File: src/rtl/bbx_map.svh
// Constants for the branch and bit operation execution unit
`ifndef BBX_MAP_SVH
`define BBX_MAP_SVH
// ****************************************
// Widths
// ****************************************
`define BBX_PC_W 12
`define BBX_REG_N 32
`define BBX_IO_AW 6
// ****************************************
// Reset values and constants
// ****************************************
`define BBX_PC_RST 12'h000
`define BBX_PC_ONE 12'h001
`define BBX_FLAGS_RST 8'h00
`define BBX_BYTE_ZERO 8'h00
`define BBX_MSB 7
// ****************************************
// Status flag positions
// ****************************************
`define BBX_F_C 0
`define BBX_F_Z 1
`define BBX_F_N 2
`define BBX_F_V 3
`define BBX_F_S 4
`define BBX_F_H 5
`define BBX_F_T 6
`define BBX_F_I 7
`endif

File: src/rtl/bbx_pkg.sv
// Types for the branch and bit operation execution unit
package bbx_pkg;
    typedef enum logic [5:0] {
        BBX_OP_NOP = 6'h00,
        BBX_OP_BRANCH_NOT_EQUAL = 6'h01,
        BBX_OP_BRANCH_CARRY_HIGH = 6'h02,
        BBX_OP_BRANCH_CARRY_CLEAR = 6'h03,
        BBX_OP_BRANCH_SAME_OR_HIGHER = 6'h04,
        BBX_OP_BRANCH_LOWER = 6'h05,
        BBX_OP_BRANCH_NEGATIVE = 6'h06,
        BBX_OP_BRANCH_POSITIVE = 6'h07,
        BBX_OP_BRANCH_SIGNED_GE = 6'h08,
        BBX_OP_BRANCH_SIGNED_LT = 6'h09,
        BBX_OP_BRANCH_HALFCARRY_HIGH = 6'h0A,
        BBX_OP_BRANCH_HALFCARRY_LOW = 6'h0B,
        BBX_OP_BRANCH_TRANSFER_HIGH = 6'h0C,
        BBX_OP_BRANCH_TRANSFER_LOW = 6'h0D,
        BBX_OP_BRANCH_OVERFLOW_HIGH = 6'h0E,
        BBX_OP_BRANCH_OVERFLOW_LOW = 6'h0F,
        BBX_OP_BRANCH_IRQ_ON = 6'h10,
        BBX_OP_BRANCH_IRQ_OFF = 6'h11,
        BBX_OP_IO_BIT_RAISE = 6'h12,
        BBX_OP_IO_BIT_LOWER = 6'h13,
        BBX_OP_LOGIC_SHIFT_LEFT = 6'h14,
        BBX_OP_LOGIC_SHIFT_RIGHT = 6'h15,
        BBX_OP_ROTATE_RIGHT_CARRY = 6'h16,
        BBX_OP_ARITH_SHIFT_RIGHT = 6'h17,
        BBX_OP_BIT_TO_FLAG = 6'h18,
        BBX_OP_FLAG_TO_BIT = 6'h19,
        BBX_OP_FLAG_RAISE = 6'h1A,
        BBX_OP_FLAG_LOWER = 6'h1B,
        BBX_OP_INTERRUPTS_ON = 6'h1C,
        BBX_OP_INTERRUPTS_OFF = 6'h1D,
        BBX_OP_REGISTER_COPY = 6'h1E
    } bbx_op_t;

    typedef enum logic [1:0] {
        BBX_ST_IDLE = 2'h0,
        BBX_ST_BR_LOAD = 2'h1,
        BBX_ST_IO_WRITE = 2'h2
    } bbx_state_t;
endpackage : bbx_pkg

File: src/rtl/bbx_core.sv
// Execution unit for relative branches, bit operations and register copy
`timescale 1ns/100ps
`include "bbx_map.svh"
module bbx_core (
    input wire logic clk_in,
    input wire logic sys_rst_in,
    input wire logic op_valid_in,
    input wire bbx_pkg::bbx_op_t op_code_in,
    input wire logic [4:0] rd_sel_in,
    input wire logic [4:0] rr_sel_in,
    input wire logic [2:0] bit_sel_in,
    input wire logic [`BBX_IO_AW-1:0] io_addr_in,
    input wire logic [6:0] offset_in,
    input wire logic [7:0] io_rdata_in,
    input wire logic [4:0] view_sel_in,
    output logic [`BBX_PC_W-1:0] pc_out,
    output logic [7:0] flags_out,
    output logic busy_out,
    output logic done_out,
    output logic io_re_out,
    output logic io_we_out,
    output logic [`BBX_IO_AW-1:0] io_addr_out,
    output logic [7:0] io_wdata_out,
    output logic [7:0] view_data_out
);
    // ****************************************
    // Declarations
    // ****************************************
    bbx_pkg::bbx_state_t state;
    bbx_pkg::bbx_state_t next_state;
    logic [`BBX_PC_W-1:0] next_pc;
    logic [`BBX_PC_W-1:0] tgt;
    logic [`BBX_PC_W-1:0] next_tgt;
    logic [`BBX_PC_W-1:0] branch_target;
    logic [7:0] next_flags;
    logic next_busy;
    logic next_done;
    logic next_io_re;
    logic next_io_we;
    logic [`BBX_IO_AW-1:0] next_io_addr;
    logic [7:0] next_io_wdata;
    logic [7:0] next_view;
    logic io_set;
    logic next_io_set;
    logic [2:0] io_bit;
    logic [2:0] next_io_bit;
    logic accept;
    logic is_branch;
    logic cond;
    logic rf_we;
    logic [7:0] rf_wdata;
    logic [7:0] rd_data;
    logic [7:0] rr_data;
    logic [7:0] view_data;
    logic [7:0] sh_res;
    logic sh_c;
    logic sh_z;
    logic sh_n;
    logic sh_v;

    // ****************************************
    // Submodules
    // ****************************************
    bbx_regfile u_regfile (
        .clk_in(clk_in),
        .sys_rst_in(sys_rst_in),
        .we_in(rf_we),
        .wsel_in(rd_sel_in),
        .wdata_in(rf_wdata),
        .asel_in(rd_sel_in),
        .bsel_in(rr_sel_in),
        .csel_in(view_sel_in),
        .adata_out(rd_data),
        .bdata_out(rr_data),
        .cdata_out(view_data)
    );

    bbx_shift u_shift (
        .op_in(op_code_in),
        .data_in(rd_data),
        .carry_in(flags_out[`BBX_F_C]),
        .res_out(sh_res),
        .c_out(sh_c),
        .z_out(sh_z),
        .n_out(sh_n),
        .v_out(sh_v)
    );

    // ****************************************
    // Branch condition
    // ****************************************
    assign accept = op_valid_in && (state == bbx_pkg::BBX_ST_IDLE);
    assign branch_target = pc_out + `BBX_PC_W'(signed'(offset_in)) + `BBX_PC_ONE;

    always_comb begin
        is_branch = 1'b1;
        cond = 1'b0;
        case (op_code_in)
            bbx_pkg::BBX_OP_BRANCH_NOT_EQUAL: cond = !flags_out[`BBX_F_Z];
            bbx_pkg::BBX_OP_BRANCH_CARRY_HIGH,
            bbx_pkg::BBX_OP_BRANCH_LOWER: cond = flags_out[`BBX_F_C];
            bbx_pkg::BBX_OP_BRANCH_CARRY_CLEAR,
            bbx_pkg::BBX_OP_BRANCH_SAME_OR_HIGHER: cond = !flags_out[`BBX_F_C];
            bbx_pkg::BBX_OP_BRANCH_NEGATIVE: cond = flags_out[`BBX_F_N];
            bbx_pkg::BBX_OP_BRANCH_POSITIVE: cond = !flags_out[`BBX_F_N];
            bbx_pkg::BBX_OP_BRANCH_SIGNED_GE: cond = !(flags_out[`BBX_F_N] ^ flags_out[`BBX_F_V]);
            bbx_pkg::BBX_OP_BRANCH_SIGNED_LT: cond = flags_out[`BBX_F_N] ^ flags_out[`BBX_F_V];
            bbx_pkg::BBX_OP_BRANCH_HALFCARRY_HIGH: cond = flags_out[`BBX_F_H];
            bbx_pkg::BBX_OP_BRANCH_HALFCARRY_LOW: cond = !flags_out[`BBX_F_H];
            bbx_pkg::BBX_OP_BRANCH_TRANSFER_HIGH: cond = flags_out[`BBX_F_T];
            bbx_pkg::BBX_OP_BRANCH_TRANSFER_LOW: cond = !flags_out[`BBX_F_T];
            bbx_pkg::BBX_OP_BRANCH_OVERFLOW_HIGH: cond = flags_out[`BBX_F_V];
            bbx_pkg::BBX_OP_BRANCH_OVERFLOW_LOW: cond = !flags_out[`BBX_F_V];
            bbx_pkg::BBX_OP_BRANCH_IRQ_ON: cond = flags_out[`BBX_F_I];
            bbx_pkg::BBX_OP_BRANCH_IRQ_OFF: cond = !flags_out[`BBX_F_I];
            default: is_branch = 1'b0;
        endcase
    end

    // ****************************************
    // Next state
    // ****************************************
    always_comb begin
        next_state = state;
        next_pc = pc_out;
        next_tgt = tgt;
        next_flags = flags_out;
        next_busy = 1'b0;
        next_done = 1'b0;
        next_io_re = 1'b0;
        next_io_we = 1'b0;
        next_io_addr = io_addr_out;
        next_io_wdata = io_wdata_out;
        next_io_set = io_set;
        next_io_bit = io_bit;
        next_view = view_data;
        rf_we = 1'b0;
        rf_wdata = sh_res;
        case (state)
            bbx_pkg::BBX_ST_IDLE: begin
                if (accept) begin
                    next_pc = pc_out + `BBX_PC_ONE;
                    next_done = 1'b1;
                    if (is_branch) begin
                        // taken branch takes a second cycle
                        if (cond) begin
                            next_tgt = branch_target;
                            next_state = bbx_pkg::BBX_ST_BR_LOAD;
                            next_busy = 1'b1;
                            next_done = 1'b0;
                            next_pc = pc_out;
                        end
                    end else begin
                        case (op_code_in)
                            bbx_pkg::BBX_OP_IO_BIT_RAISE,
                            bbx_pkg::BBX_OP_IO_BIT_LOWER: begin
                                next_io_re = 1'b1;
                                next_io_addr = io_addr_in;
                                next_io_bit = bit_sel_in;
                                next_io_set = (op_code_in == bbx_pkg::BBX_OP_IO_BIT_RAISE);
                                next_state = bbx_pkg::BBX_ST_IO_WRITE;
                                next_busy = 1'b1;
                                next_done = 1'b0;
                                next_pc = pc_out;
                            end
                            bbx_pkg::BBX_OP_LOGIC_SHIFT_LEFT,
                            bbx_pkg::BBX_OP_LOGIC_SHIFT_RIGHT,
                            bbx_pkg::BBX_OP_ROTATE_RIGHT_CARRY,
                            bbx_pkg::BBX_OP_ARITH_SHIFT_RIGHT: begin
                                rf_we = 1'b1;
                                next_flags[`BBX_F_Z] = sh_z;
                                next_flags[`BBX_F_C] = sh_c;
                                next_flags[`BBX_F_N] = sh_n;
                                next_flags[`BBX_F_V] = sh_v;
                            end
                            bbx_pkg::BBX_OP_BIT_TO_FLAG: begin
                                next_flags[`BBX_F_T] = rr_data[bit_sel_in];
                            end
                            bbx_pkg::BBX_OP_FLAG_TO_BIT: begin
                                rf_we = 1'b1;
                                rf_wdata = rd_data;
                                rf_wdata[bit_sel_in] = flags_out[`BBX_F_T];
                            end
                            bbx_pkg::BBX_OP_FLAG_RAISE: begin
                                next_flags[bit_sel_in] = 1'b1;
                            end
                            bbx_pkg::BBX_OP_FLAG_LOWER: begin
                                next_flags[bit_sel_in] = 1'b0;
                            end
                            bbx_pkg::BBX_OP_INTERRUPTS_ON: begin
                                next_flags[`BBX_F_I] = 1'b1;
                            end
                            bbx_pkg::BBX_OP_INTERRUPTS_OFF: begin
                                next_flags[`BBX_F_I] = 1'b0;
                            end
                            bbx_pkg::BBX_OP_REGISTER_COPY: begin
                                rf_we = 1'b1;
                                rf_wdata = rr_data;
                            end
                            default: begin
                                next_done = 1'b1;
                            end
                        endcase
                    end
                end
            end
            bbx_pkg::BBX_ST_BR_LOAD: begin
                next_pc = tgt;
                next_done = 1'b1;
                next_state = bbx_pkg::BBX_ST_IDLE;
            end
            bbx_pkg::BBX_ST_IO_WRITE: begin
                next_io_wdata = io_rdata_in;
                next_io_wdata[io_bit] = io_set;
                next_io_we = 1'b1;
                next_pc = pc_out + `BBX_PC_ONE;
                next_done = 1'b1;
                next_state = bbx_pkg::BBX_ST_IDLE;
            end
            default: begin
                next_state = bbx_pkg::BBX_ST_IDLE;
            end
        endcase
    end

    // ****************************************
    // Registers
    // ****************************************
    always_ff @(posedge clk_in or posedge sys_rst_in) begin
        if (sys_rst_in) begin
            state <= bbx_pkg::BBX_ST_IDLE;
            pc_out <= `BBX_PC_RST;
            tgt <= `BBX_PC_RST;
            flags_out <= `BBX_FLAGS_RST;
            busy_out <= 1'b0;
            done_out <= 1'b0;
            io_re_out <= 1'b0;
            io_we_out <= 1'b0;
            io_addr_out <= '0;
            io_wdata_out <= `BBX_BYTE_ZERO;
            io_set <= 1'b0;
            io_bit <= 3'h0;
            view_data_out <= `BBX_BYTE_ZERO;
        end else begin
            state <= next_state;
            pc_out <= next_pc;
            tgt <= next_tgt;
            flags_out <= next_flags;
            busy_out <= next_busy;
            done_out <= next_done;
            io_re_out <= next_io_re;
            io_we_out <= next_io_we;
            io_addr_out <= next_io_addr;
            io_wdata_out <= next_io_wdata;
            io_set <= next_io_set;
            io_bit <= next_io_bit;
            view_data_out <= next_view;
        end
    end
endmodule : bbx_core

File: src/rtl/bbx_regfile.sv
// Working register file, 32 entries of 8 bits, three read ports
`timescale 1ns/100ps
`include "bbx_map.svh"
module bbx_regfile (
    input wire logic clk_in,
    input wire logic sys_rst_in,
    input wire logic we_in,
    input wire logic [4:0] wsel_in,
    input wire logic [7:0] wdata_in,
    input wire logic [4:0] asel_in,
    input wire logic [4:0] bsel_in,
    input wire logic [4:0] csel_in,
    output logic [7:0] adata_out,
    output logic [7:0] bdata_out,
    output logic [7:0] cdata_out
);
    logic [7:0] mem [`BBX_REG_N];
    logic [7:0] next_mem [`BBX_REG_N];

    assign adata_out = mem[asel_in];
    assign bdata_out = mem[bsel_in];
    assign cdata_out = mem[csel_in];

    for (genvar g = 0; g < `BBX_REG_N; g++) begin : g_ent
        always_comb begin
            next_mem[g] = mem[g];
            if (we_in && (wsel_in == 5'(g))) begin
                next_mem[g] = wdata_in;
            end
        end
        always_ff @(posedge clk_in or posedge sys_rst_in) begin
            if (sys_rst_in) begin
                mem[g] <= `BBX_BYTE_ZERO;
            end else begin
                mem[g] <= next_mem[g];
            end
        end
    end
endmodule : bbx_regfile

File: src/rtl/bbx_shift.sv
// Single bit shifts and rotate with their status results
`timescale 1ns/100ps
`include "bbx_map.svh"
module bbx_shift (
    input wire bbx_pkg::bbx_op_t op_in,
    input wire logic [7:0] data_in,
    input wire logic carry_in,
    output logic [7:0] res_out,
    output logic c_out,
    output logic z_out,
    output logic n_out,
    output logic v_out
);
    always_comb begin
        res_out = data_in;
        c_out = data_in[0];
        case (op_in)
            bbx_pkg::BBX_OP_LOGIC_SHIFT_LEFT: begin
                res_out = {data_in[6:0], 1'b0};
                c_out = data_in[`BBX_MSB];
            end
            bbx_pkg::BBX_OP_LOGIC_SHIFT_RIGHT: begin
                res_out = {1'b0, data_in[7:1]};
            end
            bbx_pkg::BBX_OP_ROTATE_RIGHT_CARRY: begin
                res_out = {carry_in, data_in[7:1]};
            end
            bbx_pkg::BBX_OP_ARITH_SHIFT_RIGHT: begin
                res_out = {data_in[`BBX_MSB], data_in[7:1]};
            end
            default: begin
                res_out = data_in;
            end
        endcase
        z_out = (res_out == `BBX_BYTE_ZERO);
        n_out = res_out[`BBX_MSB];
        v_out = n_out ^ c_out;
    end
endmodule : bbx_shift

File: config.mk
export PLATFORM = sky130hd
export DESIGN_NAME = bbx_core
export DESIGN_NICKNAME = d
export VERILOG_FILES = /design/src/rtl/bbx_pkg.sv /design/src/rtl/bbx_core.sv /design/src/rtl/bbx_regfile.sv /design/src/rtl/bbx_shift.sv
export VERILOG_INCLUDE_DIRS = /design/src /design/src/rtl
export SDC_FILE = /design/constraint.sdc
export NUM_CORES = 1
export LEC_CHECK = 0
export BUFFER_PORTS_ARGS = -buffer_cell sky130_fd_sc_hd__buf_2
export CORE_ASPECT_RATIO = 0.75
export CORE_MARGIN = 4
export CORE_UTILIZATION = 35
export CTS_BUF_LIST = sky130_fd_sc_hd__clkbuf_16
export CTS_CLUSTER_SIZE = 10
export DETAILED_ROUTE_END_ITERATION = 6
export GPL_TIMING_DRIVEN = 0
export RECOVER_POWER = 50
export SLEW_MARGIN = 30
export SYNTH_ARGS = -nofsm -noshare
export SYNTH_HDL_FRONTEND = slang
export SYNTH_SLANG_ARGS = --single-unit
File: constraint.sdc
create_clock -name clk_in -period 9.1 [get_ports clk_in]
set_input_delay 0.91 -clock clk_in [delete_from_list [all_inputs] [get_ports clk_in]]
set_output_delay 0.91 -clock clk_in [all_outputs]
set_load 0.02 [all_outputs]
==> results of run 1 <==
[power by group through the flow]
stage	Sequential, W	Combinational (W)	Clock (W)
after detailed placement	0.00172	0.00101	0
after CTS	0.00170	0.00101	0.00144
final	0.00170	0.00101	0.00141
after floorplan	0.00175	0.000610	0
after global placement	0.00172	0.000976	0
after global routing	0.00172	0.00109	0.00149
[stage by stage]
step,hold slack [ns],instances,instance area [um2],utilization [%]
after CTS,0.339,2642,22500,40.3
after global routing,0.491,2642,22300,40.0
after detailed placement,0.490,2587,21400,38.4
final,0.419,2642,22300,40.0
after floorplan,0.471,1758,19700,-
after global placement,0.485,2569,21100,37.7
[cell families after synthesis]
logic type	synth area share, %
compound gates	12.2
flops	40.6
fa+ha+maj	1.18
xor+xnor	0.488
buf+inv	3.91
mux	31.4
simple gates	10.2
[worst paths after layout]
kind,from,to,slack [ns],depth (start not counted)
worst max-delay path,sys_rst_in,u_regfile.mem[23],3.36,6
worst min-delay path,sys_rst_in,u_regfile.mem[153],0.42,2
worst max register to register,u_regfile.mem[228],u_regfile.mem[203],5.47,10
worst min register to register,io_addr_out[4],io_addr_out[4],0.50,1
max in group clk_in,rr_sel_in[1],u_regfile.mem[102],4.22,12
min in group clk_in,io_addr_out[4],io_addr_out[4],0.50,1
[final cells by class]
cell class                 instances  area (um2)
buffer                           156         698
inverter                          25        95.1
clock buffer                      40        1000
fill                            5318       33500
sequential                       320        8010
tap                              731         915
multi-input combinational       1257       11000
timing repair buffer              98         484
clock inverter                    15        77.6
[sequential cells by signal, summed over array words and instances (netlist names), 2 cells and up, named ones only]
signal,count
u_regfile.mem,256
pc_out,12
tgt,12
io_wdata_out,8
view_data_out,8
flags_out,6
io_addr_out,6
io_bit,3
state,2
[worst register-to-register path, stage by stage (launching register included)]
cell and delay, ns:
dfrtp_1 0.47, mux4_2 0.56, o22ai_1 0.19, nor2_1 0.06, o211a_1 0.30, o21ai_0 0.12, a31oi_1 0.12, a222oi_1 0.61
buf_2 0.29, clkbuf_1 0.56, o21ai_0 0.22
[per-layer routing]
layer,vias to the layer above,track usage (%),wire length [um]
met3,222,11.3,11800
met5,-,0,27
met4,4,9.56,3250
li1,6889,-,-
met2,1251,35.2,31800
met1,8476,36.0,31100
[Yosys cell counts, drive strengths merged (6+ instances only)]
| cell | n |
|---|---|
| dfrtp | 320 |
| mux4 | 197 |
| o21ai | 196 |
| nand2 | 195 |
| nor2 | 113 |
| mux2 | 101 |
| a21oi | 94 |
| clkbuf | 94 |
| mux2i | 63 |
| buf | 62 |
| nor3 | 37 |
| nand3 | 29 |
| inv | 24 |
| or3 | 24 |
| a22oi | 21 |
| ha | 17 |
| o22ai | 15 |
| nand2b | 13 |
| nor2b | 11 |
| a31oi | 9 |
| xnor2 | 9 |
| a211oi | 8 |
| o211ai | 7 |
| a21o | 6 |
| and3 | 6 |
| o21a | 6 |
==> results.cfg, run 1 <==
[critical_path]
cp_cell_sequence = buf_2 -> clkinvlp_2 -> clkbuf_1 -> clkbuf_1 -> clkbuf_1 -> clkbuf_1
crit_top_cell = clkbuf_1
critPathTopFamily = buffers and inverters
max_stage_delay_ns = 1.26
path_buf_inv = 6
cpMaxStageDelayCell = clkbuf_1
cp_max_fo = 28
worstSetupStartpointType = primary input
crit_required_ns = 9.46
end_kind = asynchronous set/reset pin
critical_path_class = primary input to asynchronous set/reset pin
cp.arrival_ns = 6.10

[pwr]
ir_drop_mv = 0.103
switchingPower_w = 0.00139
pwr-share-comb_pct = 24.5
p_clk_share_pct = 34.1
leakage_nw = 9.25
switching_share_pct = 33.8
power_density_nw_per_um2 = 185
pwr-share-seq_pct = 41.3
power_w = 0.00412
p_int_w = 0.00273

[logic_synthesis]
synth_area_um2 = 19700
synth_seq_area_share_pct = 40.6
synthDistinctLibCells = 68
synth_edf_count = 0
synth_area_leaders = dfrtp_1 41%, mux4_2 22%, mux2_2 5.8%
synth_top_cell_area_share_pct = 40.6
syn_nets = 1824
synthCells = 1758
async_reset_ff_share_pct = 100
synth_seq_cells = 320
yosysWarnings = 0
yosysTopAreaCell = dfrtp_1
synthFlopType = dfrtp_1
syn_area_per_cell_um2 = 11.2

[sta]
fin_setup_tns_ns = 0
clock.fmax_ghz = 0.174
tightest_slew_ns = 1.63
finalHoldViolCount = 0
drv_slew = 168
fin_skew_ns = 0.0361
fin_crit_sh_pct = 63.1
slew_headroom_pct = -8.78
fin_crit_ns = 5.74
layout_setup_ws_ns = 3.36
rsz0062_at_grt = no
finalSetupViolations = 0

[clock_tree]
path_clk_slew_ns = 0.05
clock_latency_ns = 0.59
clk_path_buf_depth = 3
cts_resized = 0
cts_tree = built
cts_buffers = 39
postCtsHoldBufs = 0
cts_setup_buffers = 0
clock_sinks = 320
cts-htree-levels = 2
cts-root-buf = clkbuf_16

[placed_design]
post-place-ws_ns = 3.88
port_buffers = 80
hpwl_mm = 57.5
globalplace.congestion = 1.02

[layout]
nNetsFinal = 1963
final_common_cell = dfrtp_1
area_delta_synth_final_pct = 13.1
drive_above_1_share_pct = 25.9
final_cell_mix = 320 x dfrtp_1, 197 x mux4_2, 195 x o21ai_0, 195 x nand2_1, 113 x nor2_1
n_antenna_cell = 0

[die]
die_x_um = 282
dieArea_um2 = 60300
core_um2 = 55800
die_h_um = 214
fp-row-count = 75
start_util_pct = 35.3
ios = 94

[run]
maxCapViolations = 6

[detailed_routing]
first_pass_iters = 6
routed_wl_mm = 78.0
via_per_inst = 6.37
drt-initial-drc-count = 2495
postRouteAntennaNets = 0
wire_per_inst_um = 29.5
drc = 0
route.vias.total = 16800

[run_status]
failed_checks = capacitance limit, slew limit
status = complete, but fails checks

[grt]
grt_max_degree = 31
gr-total-overflow = 0
antenna_found_initial = 2
grt_pass1_vias = 16200
grt_usage_pct = 25.7
grt_pass1_wl_mm = 113

[min_path]
hold_class = primary input to asynchronous set/reset pin
No activity file was read; power rests on OpenSTA's default activity.
==> inputs of run 2 (changes only) <==
==> constraint.sdc (replaced) <==
create_clock -name clk_in -period 4.7 [get_ports clk_in]
set_input_delay 0.47 -clock clk_in [delete_from_list [all_inputs] [get_ports clk_in]]
set_output_delay 0.47 -clock clk_in [all_outputs]
set_load 0.02 [all_outputs]
==> run 2 against run 1 <==
Non-clock buffer count rose by 1. Die area stayed put. The run ends with DRC, capacitance limit, slew limit left. Clock-buffer cell count unchanged. Largest power group unchanged. Critical path depth rose by 6. Via count rose by 0.30%. Total power rose by 94%.
==> results.cfg, run 2 (same netlist as run 1, synthesis figures left out) <==
[critical_path]
cp_max_fo = 10
critical_path_class = primary input to register
end_kind = register
cp.arrival_ns = 4.94
worstSetupStartpointType = primary input
crit_required_ns = 5.19

[sta]
fin_crit_ns = 4.46
finalSetupViolations = 0
fin_crit_sh_pct = 94.8
fin_setup_tns_ns = 0
tightest_slew_ns = 1.64
slew_headroom_pct = -9.47
drv_slew = 82
fin_skew_ns = 0.0366
finalHoldViolCount = 0
clock.fmax_ghz = 0.224
rsz0062_at_grt = no

[die]
dieArea_um2 = 60300
die_h_um = 214
fp-row-count = 75
ios = 94
core_um2 = 55800
start_util_pct = 35.3
die_x_um = 282

[grt]
gr-total-overflow = 0
antenna_found_initial = 2
grt_pass1_wl_mm = 113
grt_usage_pct = 25.7
grt_max_degree = 31
grt_pass1_vias = 16200

[detailed_routing]
drt-initial-drc-count = 2551
met3_length_mm = 12.0
wl_met1_mm = 31.1
wl_met2_mm = 31.9
wire_per_inst_um = 29.6
via_per_inst = 6.39
first_pass_iters = 7
postRouteAntennaNets = 0
route.vias.total = 16900
drc = 1
routed_wl_mm = 78.2
top_layer_used = met5

[layout]
final_common_cell = dfrtp_1
regMostFlops = u_regfile.mem
drive_above_1_share_pct = 24.6
area_delta_synth_final_pct = 13.5
n_antenna_cell = 0
final_core_util_pct = 40.1
nFillCells = 5318
nNetsFinal = 1964
final_cell_mix = 320 x dfrtp_1, 197 x mux4_2, 195 x o21ai_0, 195 x nand2_1, 134 x clkbuf_1
reg_top3 = u_regfile.mem (256), pc_out (12), tgt (12)
largest_register_ffs = 256

[placed_design]
port_buffers = 80
globalplace.congestion = 1.02
hpwl_mm = 57.5

[clock_tree]
cts-root-buf = clkbuf_16
cts_buffers = 39
cts_resized = 0
clock_sinks = 320
clk_path_buf_depth = 3
clock_latency_ns = 0.59
cts-htree-levels = 2
path_clk_slew_ns = 0.05
cts_tree = built

[min_path]
hold_class = primary input to register

[run_status]
status = complete, but fails checks
failed_checks = DRC, capacitance limit, slew limit

[pwr]
leakage_nw = 9.21
ir_drop_mv = 0.200
power_density_nw_per_um2 = 356

[run]
maxCapViolations = 3
[run 2: cell count changes in the layout (fill, tap and decap cells not counted)]
cell	change
dlygate4sd3_1	+1
clkbuf_1	+24
buf_16	+2
buf_12	+3
clkbuf_4	+1
buf_2	-30
[run 2: per-stage QoR]
step / power, W / hold slack, ns / setup WS (ns) / cell area [um2] / cells
floorplan: 0.00458 / 0.471 / -0.0368 / 19700 / 1758
finish: 0.00798 / 0.156 / 0.242 / 22400 / 2643
CTS: 0.00803 / 0.125 / 0.503 / 22500 / 2643
detailed placement: 0.00528 / 0.490 / -0.0768 / 21400 / 2587
global placement: 0.00521 / 0.485 / -2.10 / 21100 / 2569
global route: 0.00832 / 0.138 / 0.267 / 22400 / 2643
[run 2: cell type report]
cell class / instances / area (um2) / area share [%]
Multi-Input combinational cell: 1257 / 11000 / 49.3
Clock inverter: 15 / 77.6 / 0.346
Buffer: 156 / 698 / 3.12
Tap cell: 731 / 915 / 4.08
Inverter: 25 / 95.1 / 0.425
Timing Repair Buffer: 99 / 557 / 2.49
Clock buffer: 40 / 1000 / 4.47
Sequential cell: 320 / 8010 / 35.8
[run 2: critical path, cell delays in order]
cell and delay (ns):
buf_4 0.29, buf_2 0.54, nand2b_1 0.43, clkbuf_1 0.59
o22ai_1 0.17, o21ai_0 0.34, and4_1 0.43, o2bb2ai_1 0.15
a21oi_1 0.07, o21ai_1 0.54, clkbuf_1 0.60, mux2_2 0.29
[run 2: worst paths after layout]
path                                         start                  to  slack (ns)  depth (start not counted)
worst max-delay path                  rd_sel_in[0]  u_regfile.mem[102]        0.24                         12
worst min-delay path                 io_addr_in[4]      io_addr_out[4]        0.16                          2
worst max register to register  u_regfile.mem[228]  u_regfile.mem[187]        1.06                         10
worst min register to register      io_addr_out[2]      io_addr_out[2]        0.50                          1
max in group asynchronous               sys_rst_in   u_regfile.mem[23]        0.79                          7
min in group asynchronous               sys_rst_in  u_regfile.mem[153]        0.52                          3
[run 2: repair_timing]
| item | in CTS | in global routing |
|---|---|---|
| buffers inserted | 0 | 0 |
| endpoints found under the hold margin | 15 | 0 |
| hold buffers | 1 | 0 |
[run 2: metal layers]
layer  global-route usage [%]  vias to the layer above
met2                     35.2                     1282
met1                     36.0                     8466
met5                        0                        -
met4                     9.56                        4
li1                         -                     6895
met3                     11.3                      245
[run 2: where the power goes]
part	internal [W]	total [W]	leakage, nW	switching [W]
clock	0.00152	0.00274	0.566	0.00122
combinational	0.000727	0.00195	4.28	0.00122
sequential	0.00302	0.00330	4.36	0.000283
total	0.00526	0.00798	9.21	0.00272
==> inputs of run 3 (changes only) <==
--- a/config.mk
+++ b/config.mk
@@ -8,7 +8,7 @@
 export LEC_CHECK = 0
 export BUFFER_PORTS_ARGS = -buffer_cell sky130_fd_sc_hd__buf_2
 export CORE_ASPECT_RATIO = 0.75
-export CORE_MARGIN = 4
+export CORE_MARGIN = 2
 export CORE_UTILIZATION = 35
 export CTS_BUF_LIST = sky130_fd_sc_hd__clkbuf_16
 export CTS_CLUSTER_SIZE = 10
==> run 3 against run 2 <==
Clock power hardly changed. Critical path type unchanged. Clock-buffer cell count did not move. Critical path depth shrank 1. Cell area is 0.17% lower. Total power is 0.25% lower. Die area down 3.3%. Hold slack worse by 0.0039 ns. Largest power group unchanged. The flow finishes with violations (capacitance limit, slew limit). Core utilization down 0.067 points.
==> results.cfg, run 3 (same netlist as run 1, synthesis figures left out) <==
[run_status]
status = complete, but fails checks
failed_checks = capacitance limit, slew limit

[sta]
rsz0062_at_grt = no
whs_ns = 0.152
tightest_slew_ns = 1.66
finalSetupViolations = 0
drv_slew = 88
clock.fmax_ghz = 0.220
fin_crit_ns = 4.54
slew_headroom_pct = -10.8
fin_skew_ns = 0.0349
fin_crit_sh_pct = 96.7
layout_setup_ws_ns = 0.157
finalHoldViolCount = 0

[die]
die_h_um = 210
fp-row-count = 75
ios = 94
die_x_um = 278
start_util_pct = 35.3
core_um2 = 55800
dieArea_um2 = 58300

[critical_path]
end_kind = register
cpMaxStageDelayCell = buf_1
cp_max_fo = 10
r2r_start = state[0]
max_stage_delay_ns = 0.67
cp_cell_sequence = buf_2 -> buf_4 -> buf_2 -> buf_1 -> mux4_2 -> mux4_2 -> o21a_1 -> a222oi_1 -> buf_4 -> clkbuf_2 -> o21ai_0
worstSetupStartpointType = primary input
path_buf_inv = 6
cp.arrival_ns = 4.98
worstSetupStartpoint = rr_sel_in[1]
critical_path_class = primary input to register
crit_required_ns = 5.14
critPathTopFamily = buffers and inverters

[detailed_routing]
drc = 0
routed_wl_mm = 77.7
via_per_inst = 6.39
postRouteAntennaNets = 0
drt-initial-drc-count = 2346
wl_met2_mm = 31.2
first_pass_iters = 6
wire_per_inst_um = 29.4
met3_length_mm = 11.9
route.vias.total = 16900
wl_met1_mm = 30.8
top_layer_used = met4

[placed_design]
globalplace.congestion = 1.00
hpwl_mm = 57.4
placed_cells = 2587
place_area_um2 = 21500
post-place-ws_ns = -0.207
port_buffers = 80

[layout]
drive_above_1_share_pct = 24.9
final_common_cell = dfrtp_1
regMostFlops = u_regfile.mem
nNetsFinal = 1964
area_delta_synth_final_pct = 13.3
nFillCells = 5311
final_cell_mix = 320 x dfrtp_1, 197 x mux4_2, 195 x o21ai_0, 195 x nand2_1, 128 x clkbuf_1
stdcell_count = 2641
stdcell_area_um2 = 22400
reg_top3 = u_regfile.mem (256), pc_out (12), tgt (12)
n_antenna_cell = 0
largest_register_ffs = 256

[clock_tree]
clk_path_buf_depth = 3
cts-root-buf = clkbuf_16
clock_latency_ns = 0.58
cts_buffers = 39
cts-htree-levels = 2
cts_resized = 0
clock_sinks = 320
cts_tree = built
cts_setup_buffers = 0
path_clk_slew_ns = 0.05

[grt]
grt_pass1_vias = 16300
gr-total-overflow = 0
antenna_found_initial = 2
grt_max_degree = 32
grt_pass1_wl_mm = 113
grt_usage_pct = 26.7

[pwr]
switchingPower_w = 0.00270
p_int_w = 0.00526
ir_drop_mv = 0.238
pwr-share-seq_pct = 41.4
power_density_nw_per_um2 = 356
pwr-share-comb_pct = 24.5
p_clk_share_pct = 34.0
switching_share_pct = 34.0
leakage_nw = 9.20

[min_path]
hold_class = primary input to register
hp-start = io_addr_in[2]

[run]
maxCapViolations = 3
==> run 3: cell types whose count changed in the layout (fill, tap and decap cells not counted), moves of 2 or more <==
cell / delta
buf_2: +6
clkbuf_1: -6
inv_1: -5
clkinv_1: +4
buf_16: -2
clkbuf_2: +2
==> run 3: worst paths after layout <==
check	to	slack, ns	cells after the start
max in group asynchronous	u_regfile.mem[74]	0.73	6
min in group asynchronous	view_data_out[4]	0.57	3
setup / recovery	u_regfile.mem[141]	0.16	11
hold reg to reg	tgt[8]	0.51	1
hold / removal	io_addr_out[2]	0.15	2
setup reg to reg	u_regfile.mem[16]	1.08	10
==> run 3: area by class of cell <==
class                           count  area, um2  share of cell area, %
Multi-Input combinational cell   1257      11100                   49.4
Tap cell                          731        915                   4.09
Timing Repair Buffer               99        523                   2.34
Clock inverter                     13       68.8                  0.308
Clock buffer                       40       1000                   4.48
Buffer                            156        699                   3.13
Sequential cell                   320       8010                   35.8
Inverter                           25       95.1                  0.425
==> run 3: power groups by stage <==
stage | Clock, W | Combinational (W) | Sequential [W]
2_1_floorplan | 0 | 0.00118 | 0.00340
3_3_place_gp | 0 | 0.00189 | 0.00332
3_5_place_dp | 0 | 0.00196 | 0.00333
4_1_cts | 0.00276 | 0.00197 | 0.00329
5_1_grt | 0.00286 | 0.00212 | 0.00333
6_report | 0.00271 | 0.00195 | 0.00330
==> run 3: what timing repair did <==
item                                    in CTS  in global routing
endpoints found under the hold margin       16                  0
hold buffers                                 1                  0
endpoints found under the setup margin       0                  0
==> run 3: per-stage QoR <==
step | power, W | TNS [ns] | utilization, %
floorplan | 0.00458 | -11.77 | -
global placement | 0.00522 | -674.32 | 37.7
detailed placement | 0.00529 | -5.12 | 38.4
CTS | 0.00801 | 0 | 40.4
global route | 0.00831 | 0 | 40.0
finish | 0.00796 | 0 | 40.0
==> run 3: worst reg2reg max path, stage by stage, from the launching register on <==
cell and delay [ns]:
dfrtp_1 0.43, inv_1 0.11, ha_1 0.24, nand2_1 0.18
a21o_1 0.30, clkbuf_1 0.29, a211oi_2 0.61, nand3_1 0.61
clkbuf_1 0.45, nand2_1 0.17, o21ai_0 0.09
==> run 3: routing by layer <==
metal	global-route usage [%]	vias to the layer above
li1	-	6910
met5	0	-
met2	36.3	1291
met4	12.1	0
met1	36.8	8447
met3	11.2	225
